===== config.mk =====
export PLATFORM = sky130hd
export DESIGN_NAME = ses_regs
export DESIGN_NICKNAME = d
export VERILOG_FILES = /design/src/core/ses_pkg.sv /design/src/core/ses_edge_latch.sv /design/src/core/ses_regs.sv
export SDC_FILE = /design/constraint.sdc
export NUM_CORES = 1
export LEC_CHECK = 0
export ABC_AREA = 1
export BUFFER_PORTS_ARGS = -buffer_cell sky130_fd_sc_hd__buf_4
export CORE_ASPECT_RATIO = 2
export CORE_MARGIN = 3
export CORE_UTILIZATION = 35
export DETAILED_ROUTE_END_ITERATION = 10
export HOLD_SLACK_MARGIN = 0.05
export PLACE_DENSITY_LB_ADDON = 0.08
export SLEW_MARGIN = 20
export SYNTH_ARGS = -nofsm -noshare
export SYNTH_HDL_FRONTEND = slang
export SYNTH_SLANG_ARGS = --single-unit

===== constraint.sdc =====
create_clock -name clk -period 1.4 [get_ports clk]
set_input_delay 0.14 -clock clk [delete_from_list [all_inputs] [get_ports clk]]
set_output_delay 0.14 -clock clk [all_outputs]
set_load 0.02 [all_outputs]

===== src/core/ses_pkg.sv =====
package ses_pkg;
  // event register bit positions
  localparam int unsigned BitOpc   = 0;
  localparam int unsigned BitQyErr = 2;
  localparam int unsigned BitDdErr = 3;
  localparam int unsigned BitExErr = 4;
  localparam int unsigned BitCmErr = 5;
  localparam int unsigned BitPwrOn = 7;
  // only these bits can ever latch; the rest read zero
  localparam logic [7:0] EventImplMask = 8'hBD;
  localparam logic [7:0] LatchReset    = 8'h00;
  // enable value at reset when power-on clear is selected
  localparam logic [7:0] EnableClrVal  = 8'h00;
  // host command codes
  typedef enum logic [2:0] {
    SES_CMD_NONE  = 3'b000,
    SES_CMD_ESE   = 3'b001,
    SES_CMD_ESEQ  = 3'b010,
    SES_CMD_ESRQ  = 3'b011,
    SES_CMD_CLS   = 3'b100
  } ses_cmd_t;
endpackage


===== src/core/ses_edge_latch.sv =====
// rising-edge latch for one event bit, set wins over clear
module ses_edge_latch
  import ses_pkg::*;
(
  input  wire logic clk,
  input  wire logic rst,
  input  wire logic cond,
  input  wire logic clr,
  output logic      bitOut
);
  logic condQ_q, condQ_d;
  logic bit_q, bit_d;
  logic rise;

  //////////////////////////////////////////////////////////////////////////
  // next state
  always_comb begin
    condQ_d = cond;
    rise    = cond & ~condQ_q;
    bit_d   = bit_q;
    if (clr) begin
      bit_d = 1'b0;
    end
    if (rise) begin
      bit_d = 1'b1;
    end
  end

  always_ff @(posedge clk) begin
    if (rst) begin
      condQ_q <= 1'b0;
      bit_q   <= 1'b0;
    end else begin
      condQ_q <= condQ_d;
      bit_q   <= bit_d;
    end
  end

  assign bitOut = bit_q;

  hold_on_rise_a: assert property (
    @(posedge clk) disable iff (rst)
    (cond && !condQ_q) |=> bit_q)
    else $error("event rise lost");

endmodule


===== src/core/ses_regs.sv =====
// Notes on behaviour
// - set-enable loads 8-bit value 0..255
// - enabled events ORed into summary bit
// - summary high only on enabled set bit
// - enable query returns enable register
// - event query returns latched event register
// - event query clears after capture
// - bits latch on condition rise
// - only read, clear-status or reset releases bits
// - enable reset value follows power-on clear
// - fixed bit map, unused bits zero
module ses_regs
  import ses_pkg::*;
(
  input  wire logic       clk,
  input  wire logic       rst,
  input  wire logic       pwrOnClear,
  input  wire ses_cmd_t   cmd,
  input  wire logic [7:0] cmdValue,
  input  wire logic       opcCond,
  input  wire logic       queryErrCond,
  input  wire logic       devErrCond,
  input  wire logic       execErrCond,
  input  wire logic       cmdErrCond,
  input  wire logic       powerOnCond,
  output logic [7:0]      respData,
  output logic            respValid,
  output logic            eventSummary
);
  logic [7:0] enable_q, enable_d;
  logic [7:0] resp_q, resp_d;
  logic       respV_q, respV_d;
  logic       sum_q, sum_d;
  logic [7:0] conds;
  logic [7:0] latchBits;
  logic       clrEv;

  //////////////////////////////////////////////////////////////////////////
  // map conditions onto fixed positions
  always_comb begin
    conds           = 8'h00;
    conds[BitOpc]   = opcCond;
    conds[BitQyErr] = queryErrCond;
    conds[BitDdErr] = devErrCond;
    conds[BitExErr] = execErrCond;
    conds[BitCmErr] = cmdErrCond;
    conds[BitPwrOn] = powerOnCond;
  end

  // capture happens this cycle, clear lands after
  assign clrEv = (cmd == SES_CMD_ESRQ) || (cmd == SES_CMD_CLS);

  //////////////////////////////////////////////////////////////////////////
  // event latches; unused positions never instantiate a latch
  genvar gi;
  generate
    for (gi = 0; gi < 8; gi++) begin : gLatch
      if (EventImplMask[gi]) begin : gUsed
        ses_edge_latch uLatch (
          .clk    (clk),
          .rst    (rst),
          .cond   (conds[gi]),
          .clr    (clrEv),
          .bitOut (latchBits[gi])
        );
      end else begin : gZero
        assign latchBits[gi] = 1'b0;
      end
    end
  endgenerate

  //////////////////////////////////////////////////////////////////////////
  // command handling and summary
  always_comb begin
    enable_d = enable_q;
    resp_d   = resp_q;
    respV_d  = 1'b0;
    case (cmd)
      SES_CMD_ESE: begin
        enable_d = cmdValue;
      end
      SES_CMD_ESEQ: begin
        resp_d  = enable_q;
        respV_d = 1'b1;
      end
      SES_CMD_ESRQ: begin
        resp_d  = latchBits;
        respV_d = 1'b1;
      end
      default: begin
      end
    endcase
    // high only with an enabled set bit
    sum_d = |(latchBits & enable_q);
  end

  // enable keeps its content over reset unless power-on clear is set;
  // the host must select the clear on the very first reset
  // power-on clear choice
  always_ff @(posedge clk) begin
    if (rst) begin
      resp_q   <= LatchReset;
      respV_q  <= 1'b0;
      sum_q    <= 1'b0;
      if (pwrOnClear) begin
        enable_q <= EnableClrVal;
      end
    end else begin
      enable_q <= enable_d;
      resp_q   <= resp_d;
      respV_q  <= respV_d;
      sum_q    <= sum_d;
    end
  end

  assign respData     = resp_q;
  assign respValid    = respV_q;
  assign eventSummary = sum_q;

  //////////////////////////////////////////////////////////////////////////
  // checks
  summary_or_a: assert property (
    @(posedge clk) disable iff (rst)
    eventSummary == $past(|(latchBits & enable_q)))
    else $error("summary mismatch");

  summary_cause_a: assert property (
    @(posedge clk) disable iff (rst)
    (eventSummary && !$past(rst)) |-> $past(|latchBits))
    else $error("summary without event");

  enable_load_a: assert property (
    @(posedge clk) disable iff (rst)
    cmd == SES_CMD_ESE |=> enable_q == $past(cmdValue))
    else $error("enable not loaded");

  enable_query_a: assert property (
    @(posedge clk) disable iff (rst)
    cmd == SES_CMD_ESEQ |=> respValid && respData == $past(enable_q))
    else $error("enable query wrong");

  event_query_a: assert property (
    @(posedge clk) disable iff (rst)
    cmd == SES_CMD_ESRQ |=> respValid && respData == $past(latchBits))
    else $error("event query wrong");

  read_clear_a: assert property (
    @(posedge clk) disable iff (rst)
    (clrEv && conds == 8'h00) |=> latchBits == 8'h00)
    else $error("event not cleared");

  cls_enable_a: assert property (
    @(posedge clk) disable iff (rst)
    cmd == SES_CMD_CLS |=> enable_q == $past(enable_q))
    else $error("clear touched enable");

  bit_map_a: assert property (
    @(posedge clk) disable iff (rst)
    (latchBits & ~EventImplMask) == 8'h00)
    else $error("unused bit set");

  latch_hold_a: assert property (
    @(posedge clk) disable iff (rst)
    !clrEv |=> (latchBits & $past(latchBits)) == $past(latchBits))
    else $error("bit released early");

endmodule


==> run summary, run 1 <==
Outcome -> complete, no violations
CP peak stage delay -> 0.33 ns
Leakage -> 0.8019 nW
Logic pwr share -> 14.0%
R2R depth -> 4
Max Clock Skew -> 0.003646 ns
Highest Signal Layer -> met4
Maximum clock rate -> 1131 MHz
R2R Path Start -> enable_q[0]$_SDFFCE_PP0P_
Fill cells -> 370
PwrDens -> 1162 mW/mm^2
Ports -> 30
Final hold violations -> 0
Area of the multi-input gates -> 464.2 sq um
Register area -> 680.7 sq um
R2r endpoint -> eventSummary$_SDFF_PP0_
Post-DP Area -> 0.001541 sq mm
# diodes -> 0
Maximum VDD drop -> 0.0008487 V
Crit-path leading delay family -> flip-flops
Routed met3 length -> 125 um
Sum Neg Setup Slack -> 0 ns
Startpoint Class -> flip-flop
Max Slew Vio Count -> 0
Total core area -> 0.003453 sq mm
Antenna-violating nets left -> 0
Sequential Power Share -> 52.6%
Clk Latency, worst-skew pair -> 0.27 ns
Clock slew at reported path FFs -> 0.06 ns
HP Class -> primary input to flip-flop
CTS tree -> built
DRC -> 0
Area growth syn-to-layout -> 26.54%
Buf/Inv on CP -> 1
Sw Share -> 24.88%
Area contributors post-synth -> dfxtp_1 34%, edfxtp_1 19%, nand2_1 13%, inv_1 7.0%, nor2_1 6.1%
Clock H-tree levels -> 2
Die area -> 0.004471 sq mm
Synthesis Warnings -> 0
Async SR Flop Fraction -> 0%
Pwr Total -> 1.886 mW
Power Internal -> 1.417 mW
Cell taking the most area after synthesis -> dfxtp_1
CTS sink cnt -> 30
Yosys top cell area share -> 34.34%
Most frequent cell after synthesis -> nand2_1
Routed wl met2 -> 1226 um
Post-CTS Setup Bufs -> 0
Drt pass-1 iters -> 4
Register-to-register setup slack -> 0.60 ns
Register area share after synthesis -> 53.07%
MaxCap Viol Count -> 0
Gate Count Post-Synth -> 158
Routed WL per cell -> 9.554 um
Critical path data arrival time -> 0.74 ns
CP Capture Type -> output port
GR Overflow Total -> 0
First-pass GRT wire length -> 3981 um
EDFF count, synth -> 8
Layout cells sized above 1 -> 28.13%
# nets final -> 211
CP Cell Sequence -> buf_4
Post-layout util -> 46.99%
Slowest-stage cell, CP -> dfxtp_1
Num rows -> 30
GRT Total Usage -> 11.76%
Initial core utilization -> 37.14%
DR vias/cell -> 4.079
Hpwl dp -> 1786 um
Dominant synthesized flop cell -> dfxtp_1
Unrepaired setup endpoints after global routing -> no
Hold wc startpoint -> devErrCond
Met1 WL -> 894 um
Clock Tree Buf Depth -> 2
Top cells by count, synth -> 43 x nand2_1, 24 x inv_1, 22 x dfxtp_1
CP Class -> flip-flop to output port
PortBufs -> 29
#FFs+latches synth -> 30
Tcrit/Tclk final -> 63.14%
Cell Area, Synth -> 0.001282 sq mm
Worst setup path startpoint -> respData[5]$_SDFFE_PP0P_
NetSw -> 469.3 uW
Initial antenna violation count -> 0
Syn Area/Cell -> 8.117 sq um
Vias -> 979
Critical path depth in cells -> 1
Slew HR -> 85.57%
Worst-Margin Slew -> 0.2142 ns
Clock Power Share -> 33.5%
Syn Nets -> 178
Crit path max fanout -> 2
Critical Path End -> respData[5]
CTS root buf -> clkbuf_8
Final instance area -> 0.001623 sq mm
TritonCTS buffer count -> 5
Critical Path RT -> 1.26 ns
Die width -> 48.81 um
Largest net degree at the start of global routing -> 21
Minimum clock period -> 0.8840 ns
Hold Buf Count CTS -> 0
Die Height -> 91.61 um
Final setup viols -> 0
Count of different cell masters after synthesis -> 20
Gpl congestion -> 0.8304
DR iter-0 viols -> 12
Vias in the first global route -> 905
Cells resized by post-CTS repair -> 0
Final WL -> 2293 um
==> cell usage in the layout, fill, tap and decap left out, types with 2 or more instances in the layout <==
master / n
edfxtp_1: 8
nor2_2: 10
clkbuf_8: 5
inv_1: 24
a21oi_2: 2
nand3_1: 2
o21ai_1: 6
buf_4: 30
o21ai_0: 4
nand3b_1: 5
dfxtp_1: 22
nand2_1: 43
nor2_1: 21
==> power by group through the flow <==
| stage | Combinational, mW | Clock, mW | Sequential (mW) |
|---|---|---|---|
| 6_report | 0.263 | 0.632 | 0.991 |
| 3_3_place_gp | 0.265 | 0 | 1.01 |
| 3_5_place_dp | 0.269 | 0 | 1.01 |
| 5_1_grt | 0.297 | 0.712 | 0.998 |
| 2_1_floorplan | 0.145 | 0 | 1.03 |
| 4_1_cts | 0.270 | 0.666 | 0.993 |
==> final cells by class <==
type | count | area share [%]
sequential | 30 | 41.94
multi-input combinational | 97 | 28.60
clock inverter | 2 | 0.5397
tap | 48 | 3.701
inverter | 27 | 6.862
timing repair buffer | 30 | 13.88
clock buffer | 6 | 4.472
==> cell families (layout without fill, tap and decap cells) <==
logic type | Yosys count | after routing | share of synthesized area [%]
AO/OA/AOI/OAI | 13 | 13 | 5.659
buffers and inverters | 31 | 65 | 10.73
flip-flops | 30 | 30 | 53.07
AND/OR/NAND/NOR | 84 | 84 | 30.54
==> stage by stage <==
step | hold slack [ns] | worst slack (ns) | cells
2_1_floorplan | 0.2585 | 0.1991 | 158
3_3_place_gp | 0.3767 | 0.2616 | 232
3_5_place_dp | 0.3783 | 0.2486 | 232
4_1_cts | 0.08696 | 0.5008 | 240
5_1_grt | 0.09544 | 0.4693 | 240
6_report | 0.09534 | 0.5160 | 240
==> flip-flops by register name (all words and copies together), names as in the netlist <==
signal,cells
eventSummary,1
gLatch.gUsed.uLatch.bitOut,6
enable_q,8
respData,8
respValid,1
gLatch.gUsed.uLatch.condQ_q,6
==> how the worst min path moves through the flow <==
stage,cells after the start,slack [ns],to
2_1_floorplan,2,0.26,gLatch[0].gUsed.uLatch.condQ_q$_SDFF_PP0_
3_3_place_gp,3,0.38,gLatch[3].gUsed.uLatch.condQ_q$_SDFF_PP0_
3_5_place_dp,3,0.38,gLatch[7].gUsed.uLatch.condQ_q$_SDFF_PP0_
4_1_cts,3,0.09,gLatch[3].gUsed.uLatch.condQ_q$_SDFF_PP0_
5_1_grt,3,0.1,gLatch[3].gUsed.uLatch.condQ_q$_SDFF_PP0_
6_report,3,0.1,gLatch[3].gUsed.uLatch.condQ_q$_SDFF_PP0_
==> worst reg2reg max path: stages, from the launching register on <==
cell,delay (ns)
edfxtp_1,0.39
nand2_1,0.08
nand2_1,0.06
nor2_1,0.10
a21oi_1,0.06
==> metal layers <==
layer	track usage, %	up-vias
li1	-	543
met1	12.05	405
met2	20.57	26
met3	3.284	5
met4	7.126	0
met5	0	-
Note: power is estimated with default switching activity, not from simulation.
==> run 2, diff against run 1 <==
clock period = 0.84 ns   (was 1.4 ns; I/O delays follow)
==> run 2 against run 1 <==
  * Sequential cell count is the same
  * Die area is the same
  * Global-route usage grew 1.6 points
  * Clock skew shrank 0.0022 ns
  * Power grew 73%
  * Routed wire length grew 9.6%
  * Critical endpoint is now eventSummary$_SDFF_PP0_
  * Non-clock buffer count grew 12
  * Highest routed layer unchanged
==> run summary, run 2 (synthesized netlist as in run 1, its figures left out) <==
Ports -> 30
Slowest-stage cell, CP -> edfxtp_1
Final std cells w/o fill -> 252
Die area -> 0.004471 sq mm
GRT Total Usage -> 13.35%
Clock Tree Buf Depth -> 2
Unrepaired setup endpoints after global routing -> yes
CP Cell Sequence -> nand2_1 > nand2_1 > nor2_2 > a21oi_2
PortBufs -> 29
Fill cells -> 349
Crit-path most repeated cell -> nand2_1
Leakage -> 0.8773 nW
DRC -> 0
Pre-CTS setup slack -> -0.1763 ns
Commonest cells after routing, fill and taps aside -> 43 x nand2_1, 26 x buf_4, 23 x inv_1
Fin Hold WS -> 0.08890 ns
Hpwl dp -> 1999 um
# nets final -> 223
Largest net degree at the start of global routing -> 17
Critical Path RT -> 1.00 ns
Tcrit/Tclk final -> 96.96%
Initial antenna violation count -> 0
Outcome -> complete, no violations
Slew HR -> 81.30%
Total core area -> 0.003453 sq mm
Num rows -> 30
Startpoint Class -> flip-flop
Layout cells sized above 1 -> 35.78%
Clock H-tree levels -> 2
Initial core utilization -> 37.14%
Final WL -> 2513 um
CTS root buf -> clkbuf_8
Routed WL per cell -> 9.972 um
CP Class -> flip-flop to flip-flop
Drt pass-1 iters -> 4
Setup slack after layout -> 0.02556 ns
Final hold violations -> 0
# diodes -> 0
Final setup viols -> 0
Gpl congestion -> 0.7799
Vias -> 1043
Max Clock Skew -> 0.001459 ns
Most common cell after layout, fill and taps aside -> nand2_1
Die Height -> 91.61 um
Vias in the first global route -> 1049
Crit-path leading delay family -> flip-flops
Area growth syn-to-layout -> 42.15%
DR iter-0 viols -> 12
Met3 Use GR -> 3.612%
Antenna-violating nets left -> 0
Post-layout util -> 52.79%
Pwr Total -> 3.265 mW
Die width -> 48.81 um
Minimum clock period -> 0.8144 ns
Register-to-register setup slack -> 0.03 ns
PwrDens -> 1791 mW/mm^2
Buf/Inv on CP -> 0
CP peak stage delay -> 0.39 ns
Top Usage Layer GRT -> met2
CTS sink cnt -> 30
HP Class -> primary input to flip-flop
Clock slew at reported path FFs -> 0.06 ns
Worst-Margin Slew -> 0.2794 ns
TritonCTS buffer count -> 5
GR Util met1 -> 13.51%
GR Overflow Total -> 0
Maximum clock rate -> 1228 MHz
MaxCap Viol Count -> 0
CTS tree -> built
Crit path max fanout -> 2
Max Slew Vio Count -> 0
Critical path data arrival time -> 0.98 ns
Clk Latency, worst-skew pair -> 0.27 ns
Placed Instances -> 238
DR vias/cell -> 4.139
Maximum VDD drop -> 0.001394 V
First-pass GRT wire length -> 4554 um
Met2 Usage GRT -> 23.75%
CP Capture Type -> flip-flop
-- run 2: cell types whose count changed in the layout (fill, tap and decap cells not counted), moves of 2 or more --
cell and delta:
clkbuf_1 +2, buf_6 +9, dfxtp_1 -8, dlygate4sd3_1 +5, o21ai_1 -2, buf_4 -4, dfxtp_2 +8
-- run 2: routing by layer --
metal  up-vias  share of wire [%]
met1       443                 37
met4         0                2.7
met2        26                 55
met3         7                5.0
met5         -                  0
li1        567                  -
-- run 2: layout make-up --
cell class	count	area, sq um	area share, %
inverter	27	115.1	6.314
tap	48	60.06	3.294
sequential	30	690.7	37.89
multi-input combinational	97	498.0	27.32
timing repair buffer	42	379.1	20.80
clock buffer	8	80.08	4.393
-- run 2: per-stage QoR --
stage	TNS [ns]	instance area (sq um)
after global placement	-3.193	1627
after CTS	0	1780
after global routing	-0.07813	1823
final	0	1823
after detailed placement	-3.687	1627
after floorplan	-0.09985	1314
-- run 2: power by group --
part | leakage [nW] | internal, mW | switching (mW)
registers | 0.257 | 1.61 | 0.0639
clock network | 0.0395 | 0.586 | 0.472
logic | 0.581 | 0.263 | 0.274
total | 0.877 | 2.46 | 0.809
-- run 2: repair_timing --
action | 4_1_cts | 5_1_grt
pin swaps | 0 | 2
hold buffers | 6 | 0
endpoints found under the hold margin | 6 | 0
gates resized for setup | 5 | 16
setup endpoints to repair | 3 | 12
setup buffers | 0 | 0
-- run 2: tightest hold or removal path: cells and delay by family --
kind	cells	cell delay [ns]
buffers and inverters	2	0.10
AND/OR/NAND/NOR	1	0.07
-- run 2: path summary, 6_finish.rpt --
| kind | startpoint | cells after the start | endpoint |
|---|---|---|---|
| max reg2reg | enable_q[4]$_SDFFCE_PP0P_ | 4 | eventSummary$_SDFF_PP0_ |
| max | enable_q[4]$_SDFFCE_PP0P_ | 4 | eventSummary$_SDFF_PP0_ |
| min reg2reg | gLatch[4].gUsed.uLatch.condQ_q$_SDFF_PP0_ | 3 | gLatch[4].gUsed.uLatch.bitOut$_SDFFE_PP0P_ |
| min | cmdValue[0] | 3 | enable_q[0]$_SDFFCE_PP0P_ |
